## src/rtl/status_map.svh

```systemverilog
// Offsets, field positions, masks and reset values of the status register bank
`ifndef STATUS_MAP_SVH
`define STATUS_MAP_SVH

// ***********************************************
// Register offsets on the host register port
// ***********************************************
`define OFS_CONTROLLER_FAULT_FLAGS       8'hE2
`define OFS_ALGORITHM_STATUS             8'hE4
`define OFS_MEASURED_MOTOR_PARAMETERS    8'hE6
`define OFS_PARAMETER_MEASUREMENT_STATUS 8'hE8

// ***********************************************
// Reset value of every status word
// ***********************************************
`define STATUS_RESET 32'h0000_0000

// ***********************************************
// Controller fault flag positions
// ***********************************************
`define BIT_FAULT_SUMMARY        31
`define BIT_OVERTEMP_MCE         30
`define BIT_POS_FREQ_ERR         29
`define BIT_POS_TIMING1_ERR      28
`define BIT_POS_TIMING2_ERR      27
`define BIT_BUS_CURRENT_LIMIT    26
`define BIT_RL_MEASURE_ERR       25
`define BIT_BACKEMF_MEASURE_ERR  24
`define BIT_ABNORMAL_SPEED_LOCK  23
`define BIT_ABNORMAL_BEMF_LOCK   22
`define BIT_MOTOR_ABSENT         21
`define BIT_ROTOR_LOCK_ANY       20
`define BIT_LOCK_CURRENT_LIMIT   19
`define BIT_HARDWARE_LOCK_CURRENT_LIMIT        18
`define BIT_SUPPLY_LOW           17
`define BIT_SUPPLY_HIGH          16
`define BIT_SPEED_LOOP_SAT       15
`define BIT_CURRENT_LOOP_SAT     14
`define BIT_WATCHDOG_ERR         3
`define BIT_SELFTEST_ENABLED     2
`define BIT_SELFTEST_STATE       1
`define BIT_APP_RESET            0

// Sticky events, live levels, and the lock kinds behind the lock summary
`define FAULT_STICKY_MASK 32'h7BEF_0009
`define FAULT_LEVEL_MASK  32'h0400_C006
`define FAULT_LOCK_MASK   32'h00EC_0000

// ***********************************************
// Algorithm status and motor parameter fields
// ***********************************************
`define VOLT_MSB       31
`define VOLT_LSB       16
`define SPEED_CMD_MSB  15
`define SPEED_CMD_LSB  4
`define BIT_INIT_DONE  3
`define BIT_HOST_CTRL  2
`define RES_MSB        31
`define RES_LSB        24
`define KE_MSB         23
`define KE_LSB         16
`define IND_MSB        15
`define IND_LSB        8

`endif

```

## src/rtl/status_pkg.sv

```systemverilog
// Types carried between the status register bank and its neighbours
package status_pkg;

  typedef struct packed {
    logic overtemp_mce;
    logic position_detect_freq_err;
    logic position_detect_timing1_err;
    logic position_detect_timing2_err;
    logic bus_current_limit_active;
    logic rl_measure_err;
    logic backemf_measure_err;
    logic abnormal_speed_lock;
    logic abnormal_backemf_lock;
    logic motor_absent;
    logic lock_current_limit;
    logic hardware_lock_current_limit;
    logic motor_supply_low;
    logic motor_supply_high;
    logic speed_loop_saturated;
    logic current_loop_saturated;
    logic watchdog_err;
    logic selftest_enabled;
    logic selftest_state;
    logic app_reset;
  } fault_src_t;

  typedef struct packed {
    logic [15:0] applied_voltage_level;
    logic [11:0] speed_command;
    logic        init_complete;
    logic        host_control_allowed;
  } algo_src_t;

  typedef struct packed {
    logic [7:0] resistance;
    logic [7:0] measured_backemf_constant;
    logic [7:0] inductance;
  } motor_params_t;

  typedef struct packed {
    logic        rd;
    logic        wr;
    logic [7:0]  addr;
    logic [31:0] wdata;
  } host_req_t;

  typedef struct packed {
    logic        ack;
    logic [31:0] rdata;
  } host_rsp_t;

endpackage

```

## src/rtl/status_regs.sv

```systemverilog
// Read-only status register bank of the sensorless motor controller
//
// Function
// - Fault summary bit is OR of all flags
// - Three separate position detection fault flags
// - Bus current limit active has own flag
// - R/L and back-EMF measure errors, adjacent bits
// - Speed lock, back-EMF lock, no-motor flags
// - Lock summary set when any lock fires
// - Lock and hardware lock current-limit flags separate
// - Supply undervoltage and overvoltage flags separate
// - Speed and current loop saturation flags
// - Applied voltage magnitude in upper half
// - Twelve-bit decoded speed command field
// - Init-complete flag zero until copy done
// - Host-control flag zero until defaults copied
// - Resistance in top parameter byte
// - Back-EMF constant in second parameter byte
// - Inductance in third byte, lowest reserved
`include "status_map.svh"
`timescale 1ns/1ns
`default_nettype none

module status_regs (
  input  wire logic                       clock,
  input  wire logic                       rst,
  input  wire status_pkg::host_req_t      host_req,
  output var  status_pkg::host_rsp_t      host_rsp,
  input  wire status_pkg::fault_src_t     fault_src,
  input  wire logic                       fault_clear,
  input  wire status_pkg::algo_src_t      algo_src,
  input  wire logic                       params_load,
  input  wire status_pkg::motor_params_t  params_in,
  input  wire logic                       measure_status_load,
  input  wire logic [31:0]                measure_status_in,
  output logic                            controller_fault
);
  import status_pkg::*;

  // ***********************************************
  // Fault sources placed at their flag positions
  // ***********************************************
  logic [31:0] fault_raw;
  wire  [30:0] fault_flags_next;
  logic [30:0] fault_flags_reg;
  logic        controller_fault_reg;
  logic        lock_any;
  logic [31:0] controller_fault_flags;

  // Bits 31 and 20 are summaries and have no source of their own
  always_comb begin
    fault_raw                            = '0;
    fault_raw[`BIT_OVERTEMP_MCE]         = fault_src.overtemp_mce;
    fault_raw[`BIT_POS_FREQ_ERR]         = fault_src.position_detect_freq_err;
    fault_raw[`BIT_POS_TIMING1_ERR]      = fault_src.position_detect_timing1_err;
    fault_raw[`BIT_POS_TIMING2_ERR]      = fault_src.position_detect_timing2_err;
    fault_raw[`BIT_BUS_CURRENT_LIMIT]    = fault_src.bus_current_limit_active;
    fault_raw[`BIT_RL_MEASURE_ERR]       = fault_src.rl_measure_err;
    fault_raw[`BIT_BACKEMF_MEASURE_ERR]  = fault_src.backemf_measure_err;
    fault_raw[`BIT_ABNORMAL_SPEED_LOCK]  = fault_src.abnormal_speed_lock;
    fault_raw[`BIT_ABNORMAL_BEMF_LOCK]   = fault_src.abnormal_backemf_lock;
    fault_raw[`BIT_MOTOR_ABSENT]         = fault_src.motor_absent;
    fault_raw[`BIT_LOCK_CURRENT_LIMIT]   = fault_src.lock_current_limit;
    fault_raw[`BIT_HARDWARE_LOCK_CURRENT_LIMIT]        = fault_src.hardware_lock_current_limit;
    fault_raw[`BIT_SUPPLY_LOW]           = fault_src.motor_supply_low;
    fault_raw[`BIT_SUPPLY_HIGH]          = fault_src.motor_supply_high;
    fault_raw[`BIT_SPEED_LOOP_SAT]       = fault_src.speed_loop_saturated;
    fault_raw[`BIT_CURRENT_LOOP_SAT]     = fault_src.current_loop_saturated;
    fault_raw[`BIT_WATCHDOG_ERR]         = fault_src.watchdog_err;
    fault_raw[`BIT_SELFTEST_ENABLED]     = fault_src.selftest_enabled;
    fault_raw[`BIT_SELFTEST_STATE]       = fault_src.selftest_state;
    fault_raw[`BIT_APP_RESET]            = fault_src.app_reset;
  end

  // ***********************************************
  // Per-bit flag storage
  // ***********************************************
  // Sticky flags hold an event until cleared; a new event in the
  // clearing cycle wins so it is never lost. Level flags follow
  // their source one cycle late. Reserved bits are tied to zero.
  localparam logic [31:0] STICKY_MASK = `FAULT_STICKY_MASK;
  localparam logic [31:0] LEVEL_MASK  = `FAULT_LEVEL_MASK;
  localparam logic [31:0] LOCK_MASK   = `FAULT_LOCK_MASK;

  genvar i;
  generate
    for (i = 0; i < 31; i = i + 1) begin : g_flag
      if (STICKY_MASK[i]) begin : g_sticky
        assign fault_flags_next[i] = fault_raw[i] | (fault_flags_reg[i] & ~fault_clear);
      end else if (LEVEL_MASK[i]) begin : g_level
        assign fault_flags_next[i] = fault_raw[i];
      end else begin : g_zero
        assign fault_flags_next[i] = 1'b0;
      end
    end
  endgenerate

  always_ff @(posedge clock) begin
    if (rst) begin
      fault_flags_reg <= '0;
    end else begin
      fault_flags_reg <= fault_flags_next;
    end
  end

  // Summary is taken from the next flag values so it moves in step
  // with the flags it summarises
  always_ff @(posedge clock) begin
    if (rst) begin
      controller_fault_reg <= 1'b0;
    end else begin
      controller_fault_reg <= |fault_flags_next;
    end
  end

  // ***********************************************
  // Summary flags
  // ***********************************************
  // Lock summary covers the five lock kinds only
  assign lock_any = |({1'b0, fault_flags_reg} & LOCK_MASK);

  always_comb begin
    controller_fault_flags                      = {1'b0, fault_flags_reg};
    controller_fault_flags[`BIT_ROTOR_LOCK_ANY] = lock_any;
    controller_fault_flags[`BIT_FAULT_SUMMARY]  = controller_fault_reg;
  end

  assign controller_fault = controller_fault_reg;

  // ***********************************************
  // Algorithm status word
  // ***********************************************
  logic [15:0] voltage_reg;
  logic [11:0] speed_cmd_reg;
  logic        init_complete_reg;
  logic        host_control_reg;
  logic [31:0] algorithm_status;

  // Live magnitude and speed command, one cycle behind the algorithm
  always_ff @(posedge clock) begin
    if (rst) begin
      voltage_reg <= '0;
    end else begin
      voltage_reg <= algo_src.applied_voltage_level;
    end
  end

  always_ff @(posedge clock) begin
    if (rst) begin
      speed_cmd_reg <= '0;
    end else begin
      speed_cmd_reg <= algo_src.speed_command;
    end
  end

  // Both readiness flags stay low from reset until the copy engines report
  // Init flag: low while configuration is still being copied
  always_ff @(posedge clock) begin
    if (rst) begin
      init_complete_reg <= 1'b0;
    end else begin
      init_complete_reg <= algo_src.init_complete;
    end
  end

  // Host flag: low while defaults are still being loaded
  always_ff @(posedge clock) begin
    if (rst) begin
      host_control_reg <= 1'b0;
    end else begin
      host_control_reg <= algo_src.host_control_allowed;
    end
  end

  always_comb begin
    algorithm_status                                = `STATUS_RESET;
    algorithm_status[`VOLT_MSB:`VOLT_LSB]           = voltage_reg;
    algorithm_status[`SPEED_CMD_MSB:`SPEED_CMD_LSB] = speed_cmd_reg;
    algorithm_status[`BIT_INIT_DONE]                = init_complete_reg;
    algorithm_status[`BIT_HOST_CTRL]                = host_control_reg;
  end

  // ***********************************************
  // Measured motor parameters
  // ***********************************************
  // Held between measurements; updated only on a load strobe
  logic [7:0]  resistance_reg;
  logic [7:0]  backemf_const_reg;
  logic [7:0]  inductance_reg;
  logic [31:0] measured_motor_parameters;

  always_ff @(posedge clock) begin
    if (rst) begin
      resistance_reg <= '0;
    end else if (params_load) begin
      resistance_reg <= params_in.resistance;
    end
  end

  always_ff @(posedge clock) begin
    if (rst) begin
      backemf_const_reg <= '0;
    end else if (params_load) begin
      backemf_const_reg <= params_in.measured_backemf_constant;
    end
  end

  always_ff @(posedge clock) begin
    if (rst) begin
      inductance_reg <= '0;
    end else if (params_load) begin
      inductance_reg <= params_in.inductance;
    end
  end

  always_comb begin
    measured_motor_parameters                   = `STATUS_RESET;
    measured_motor_parameters[`RES_MSB:`RES_LSB] = resistance_reg;
    measured_motor_parameters[`KE_MSB:`KE_LSB]   = backemf_const_reg;
    measured_motor_parameters[`IND_MSB:`IND_LSB] = inductance_reg;
  end

  // ***********************************************
  // Parameter measurement status word
  // ***********************************************
  // Layout is owned by the measurement engine; stored as delivered
  logic [31:0] parameter_measurement_status_reg;

  always_ff @(posedge clock) begin
    if (rst) begin
      parameter_measurement_status_reg <= `STATUS_RESET;
    end else if (measure_status_load) begin
      parameter_measurement_status_reg <= measure_status_in;
    end
  end

  // ***********************************************
  // Host register port
  // ***********************************************
  // Every access is answered one cycle later. Writes change nothing,
  // and unlisted offsets read zero so a stray host access is harmless.
  logic [31:0] read_word;
  logic        ack_reg;
  logic [31:0] rdata_reg;
  logic        host_read;
  logic        host_write;

  // Write data is not used: every field here is read-only
  assign host_read  = host_req.rd;
  assign host_write = host_req.wr & ~host_req.rd;

  always_comb begin
    unique case (host_req.addr)
      `OFS_CONTROLLER_FAULT_FLAGS: begin
        read_word = controller_fault_flags;
      end
      `OFS_ALGORITHM_STATUS: begin
        read_word = algorithm_status;
      end
      `OFS_MEASURED_MOTOR_PARAMETERS: begin
        read_word = measured_motor_parameters;
      end
      `OFS_PARAMETER_MEASUREMENT_STATUS: begin
        read_word = parameter_measurement_status_reg;
      end
      default: begin
        read_word = `STATUS_RESET;
      end
    endcase
  end

  always_ff @(posedge clock) begin
    if (rst) begin
      ack_reg <= 1'b0;
    end else begin
      ack_reg <= host_read | host_write;
    end
  end

  // A read captures the addressed word; a write answers with zero
  always_ff @(posedge clock) begin
    if (rst) begin
      rdata_reg <= `STATUS_RESET;
    end else if (host_read) begin
      rdata_reg <= read_word;
    end else if (host_write) begin
      rdata_reg <= `STATUS_RESET;
    end
  end

  assign host_rsp.ack   = ack_reg;
  assign host_rsp.rdata = rdata_reg;

endmodule

`default_nettype wire

```

## config.mk

```make
export PLATFORM = sky130hd
export DESIGN_NAME = status_regs
export DESIGN_NICKNAME = d
export VERILOG_FILES = /design/src/rtl/status_pkg.sv /design/src/rtl/status_regs.sv
export VERILOG_INCLUDE_DIRS = /design/src /design/src/rtl
export SDC_FILE = /design/constraint.sdc
export NUM_CORES = 1
export LEC_CHECK = 0
export ABC_CLOCK_PERIOD_IN_PS = 1700
export BUFFER_PORTS_ARGS = -buffer_cell sky130_fd_sc_hd__clkbuf_2
export CORE_MARGIN = 10
export CORE_UTILIZATION = 30
export DETAILED_ROUTE_END_ITERATION = 10
export PLACE_DENSITY = 0.48
export SYNTH_ARGS = -nofsm -noshare
export SYNTH_HDL_FRONTEND = slang
export SYNTH_SLANG_ARGS = --single-unit
```

## constraint.sdc

```tcl
create_clock -name clock -period 1.7 [get_ports clock]
set_input_delay 0.255 -clock clock [delete_from_list [all_inputs] [get_ports clock]]
set_output_delay 0.255 -clock clock [all_outputs]
set_load 0.05 [all_outputs]
```

==> reports/metrics.yaml <==
layout:
  fin_util_pct: 40.3
  final_net_count: 867
  area_growth_pct: 32.2
  drive_gt1_share_pct: 28.5
floorplanning:
  die_area_sq_um: 24000
  start_util_pct: 30.5
  fp.dieH_um: 155
  coreArea_sq_um: 18000
  fp-row-count: 49
  fp.dieW_um: 155
  num_io_pins: 187
clocking:
  ctsHoldBuffers: 0
  cts_tree: "built"
  clk_latency_ps: 420
  cts-root-buf: "clkbuf_16"
  cts_setup_buffers: 0
  cts_max_level: 4
  cts-resized-gates: 0
  clk_pin_slew_ps: 60
  clk_path_buf_depth: 2
  numCtsBuffers: 17
  clock_sinks: 140
synth:
  ys_warn_count: 0
  synthesis.nets: 723
  yosysMostFrequentCell: "dfxtp_1"
  async_flop_share_pct: 0
  synth-seq-cells: 140
  synth_area_sq_um: 5470
  synth_top_area_share_pct: 51.2
  yosysSeqAreaShare_pct: 51.2
  synth_edf_count: 0
  synth_cell_types: 33
  synth_cells: 570
  syn_area_per_cell_sq_um: 9.60
  ys_top_cells_by_count: "140 x dfxtp_1, 96 x nor2_1, 74 x mux2i_1"
  synth_largest_area_cell: "dfxtp_1"
  ys.flop_type: "dfxtp_1"
  synthTopCellsByArea: "dfxtp_1 51%, mux2i_1 14%, nor2_1 6.6%, nor2b_1 4.3%, and3_1 3.9%"
power_and_ir_drop:
  p_total_mw: 8.23
  p_leak_nw: 3.42
  power_frac_comb_pct: 8.3
  p_sw_mw: 1.87
  peakVddDrop_uv: 690
  intPower_mw: 6.36
  switching_share_pct: 22.7
  seqPwrFrac_pct: 42.6
  power_density_nw_per_um2: 1140
  clkPwrFrac_pct: 49.0
sta:
  period_minus_slack_ps: 1360
  rsz0062_at_grt: "false"
  max_slew.worst_pin.slew_ps: 550
  maxSlewHeadroom_pct: 63.3
  post-route-period-util_pct: 79.9
  drv_slew: 0
  fin_skew_ps: 8.42
  hold_viol_final: 0
  fin_tns_setup_ps: 0
  setup_viol: 0
  fmax_ghz: 0.736
  fin_ws_ps: 342
  holdWs_ps: 37.4
worst_setup_path:
  crit_chain: "clkbuf_2"
  crit_path_top_delay_cell: "dfxtp_1"
  crit_fanout: 2
  end_kind: "output pin"
  critical_path_buf_inv_count: 1
  critPathRequiredTime_ps: 1440
  slowest_delay_ps: 380
  start_kind: "flop"
  critical_path_arrival_ps: 1100
  crit_type: "reg -> out"
  crit_family: "flip-flops"
global_route:
  grt_pass1_vias: 4779
  antenna_found_initial: 2
  grt_overflow: 0
  grt_pass1_wl_mm: 26.4
  track_usage_pct: 14.0
  grt_max_degree: 41
drt:
  first_pass_iters: 6
  vias: 4505
  antenna_left: 0
  drt_iter0_drc: 170
  avgRoutedWirePerCell_um: 17.8
  routed_wl_mm: 17.0
  drc_errors: 0
  viasPerCell: 4.70
place:
  dp_hpwl_mm: 12.6
  gp_congestion: 0.833
  portBuffers: 154
  post-place-ws_ps: 145
status:
  status: "finished clean"
hold_path:
  hold_path.class: "in -> reg"
flow_run:
  timing.max_cap.violations: 0
-- layer usage --
metal / wire, um / part of all wire, % / GRT usage (%) / vias up
met1: 7360 / 43 / 16.0 / 2091
met4: 240 / 1.4 / 4.95 / 0
met2: 8280 / 49 / 23.2 / 123
li1: - / - / - / 2274
met5: 0 / 0 / 0 / -
met3: 1150 / 6.7 / 5.27 / 17
-- area by class of cell --
type / count / area (sq um)
Fill cell: 1814 / 10700
Sequential cell: 140 / 2800
Multi-Input combinational cell: 384 / 2470
Timing Repair Buffer: 169 / 1010
Clock buffer: 17 / 425
Tap cell: 229 / 287
Clock inverter: 15 / 220
Inverter: 2 / 7.51
Antenna cell: 2 / 5.00
-- final timing paths --
path                                          start          endpoint  slack (ps)  cells after the start
worst max-delay path                   rdata_reg[3]       host_rsp[3]         340                      1
worst min-delay path                   algo_src[14]    voltage_reg[0]          40                      2
worst max register to register  fault_flags_reg[23]  controller_fault         480                      3
worst min register to register        rdata_reg[16]     rdata_reg[16]         450                      2
-- logic make-up after synthesis --
group           after synthesis  share of synthesized area, %
compound gates               93                          11.2
mux                          74                          13.5
buf+inv                      46                          3.68
flops                       140                          51.2
simple gates                217                          20.4
-- power by group through the flow --
| stage | combinational [mW] | sequential (mW) | clock [mW] |
|---|---|---|---|
| floorplan | 0.389 | 3.56 | 0 |
| finish | 0.686 | 3.51 | 4.03 |
| global placement | 0.690 | 3.58 | 0 |
| detailed placement | 0.697 | 3.58 | 0 |
| global route | 0.759 | 3.53 | 4.26 |
| CTS | 0.701 | 3.51 | 4.15 |
-- metrics by stage --
step	cells	cell area, sq um
finish	958	7230
global route	956	7230
CTS	956	7230
detailed placement	924	6580
global placement	924	6580
floorplan	570	5470
-- cell usage in the layout (no fill, tap or decap), types with 2 or more instances in the layout --
cell type,netlist,routed
inv_1,2,2
a22o_1,12,12
buf_4,1,6
clkinv_4,0,2
o21ai_0,10,10
mux2i_1,74,74
clkinv_2,0,4
nand2_1,20,20
buf_12,0,10
diode_2,0,2
o31ai_1,17,17
or3_1,2,2
bufinv_16,0,5
nor3_1,5,5
nand3b_1,8,8
and3_1,34,34
dfxtp_1,140,140
a22oi_1,14,14
inv_6,0,2
a21oi_1,34,34
nor2_1,96,95
nor2b_1,38,36
nor2b_2,0,2
clkinvlp_4,0,2
clkbuf_16,0,17
nor4_1,6,6
clkbuf_2,1,153
nand2b_1,3,3
(Power assumes the default switching activity.)
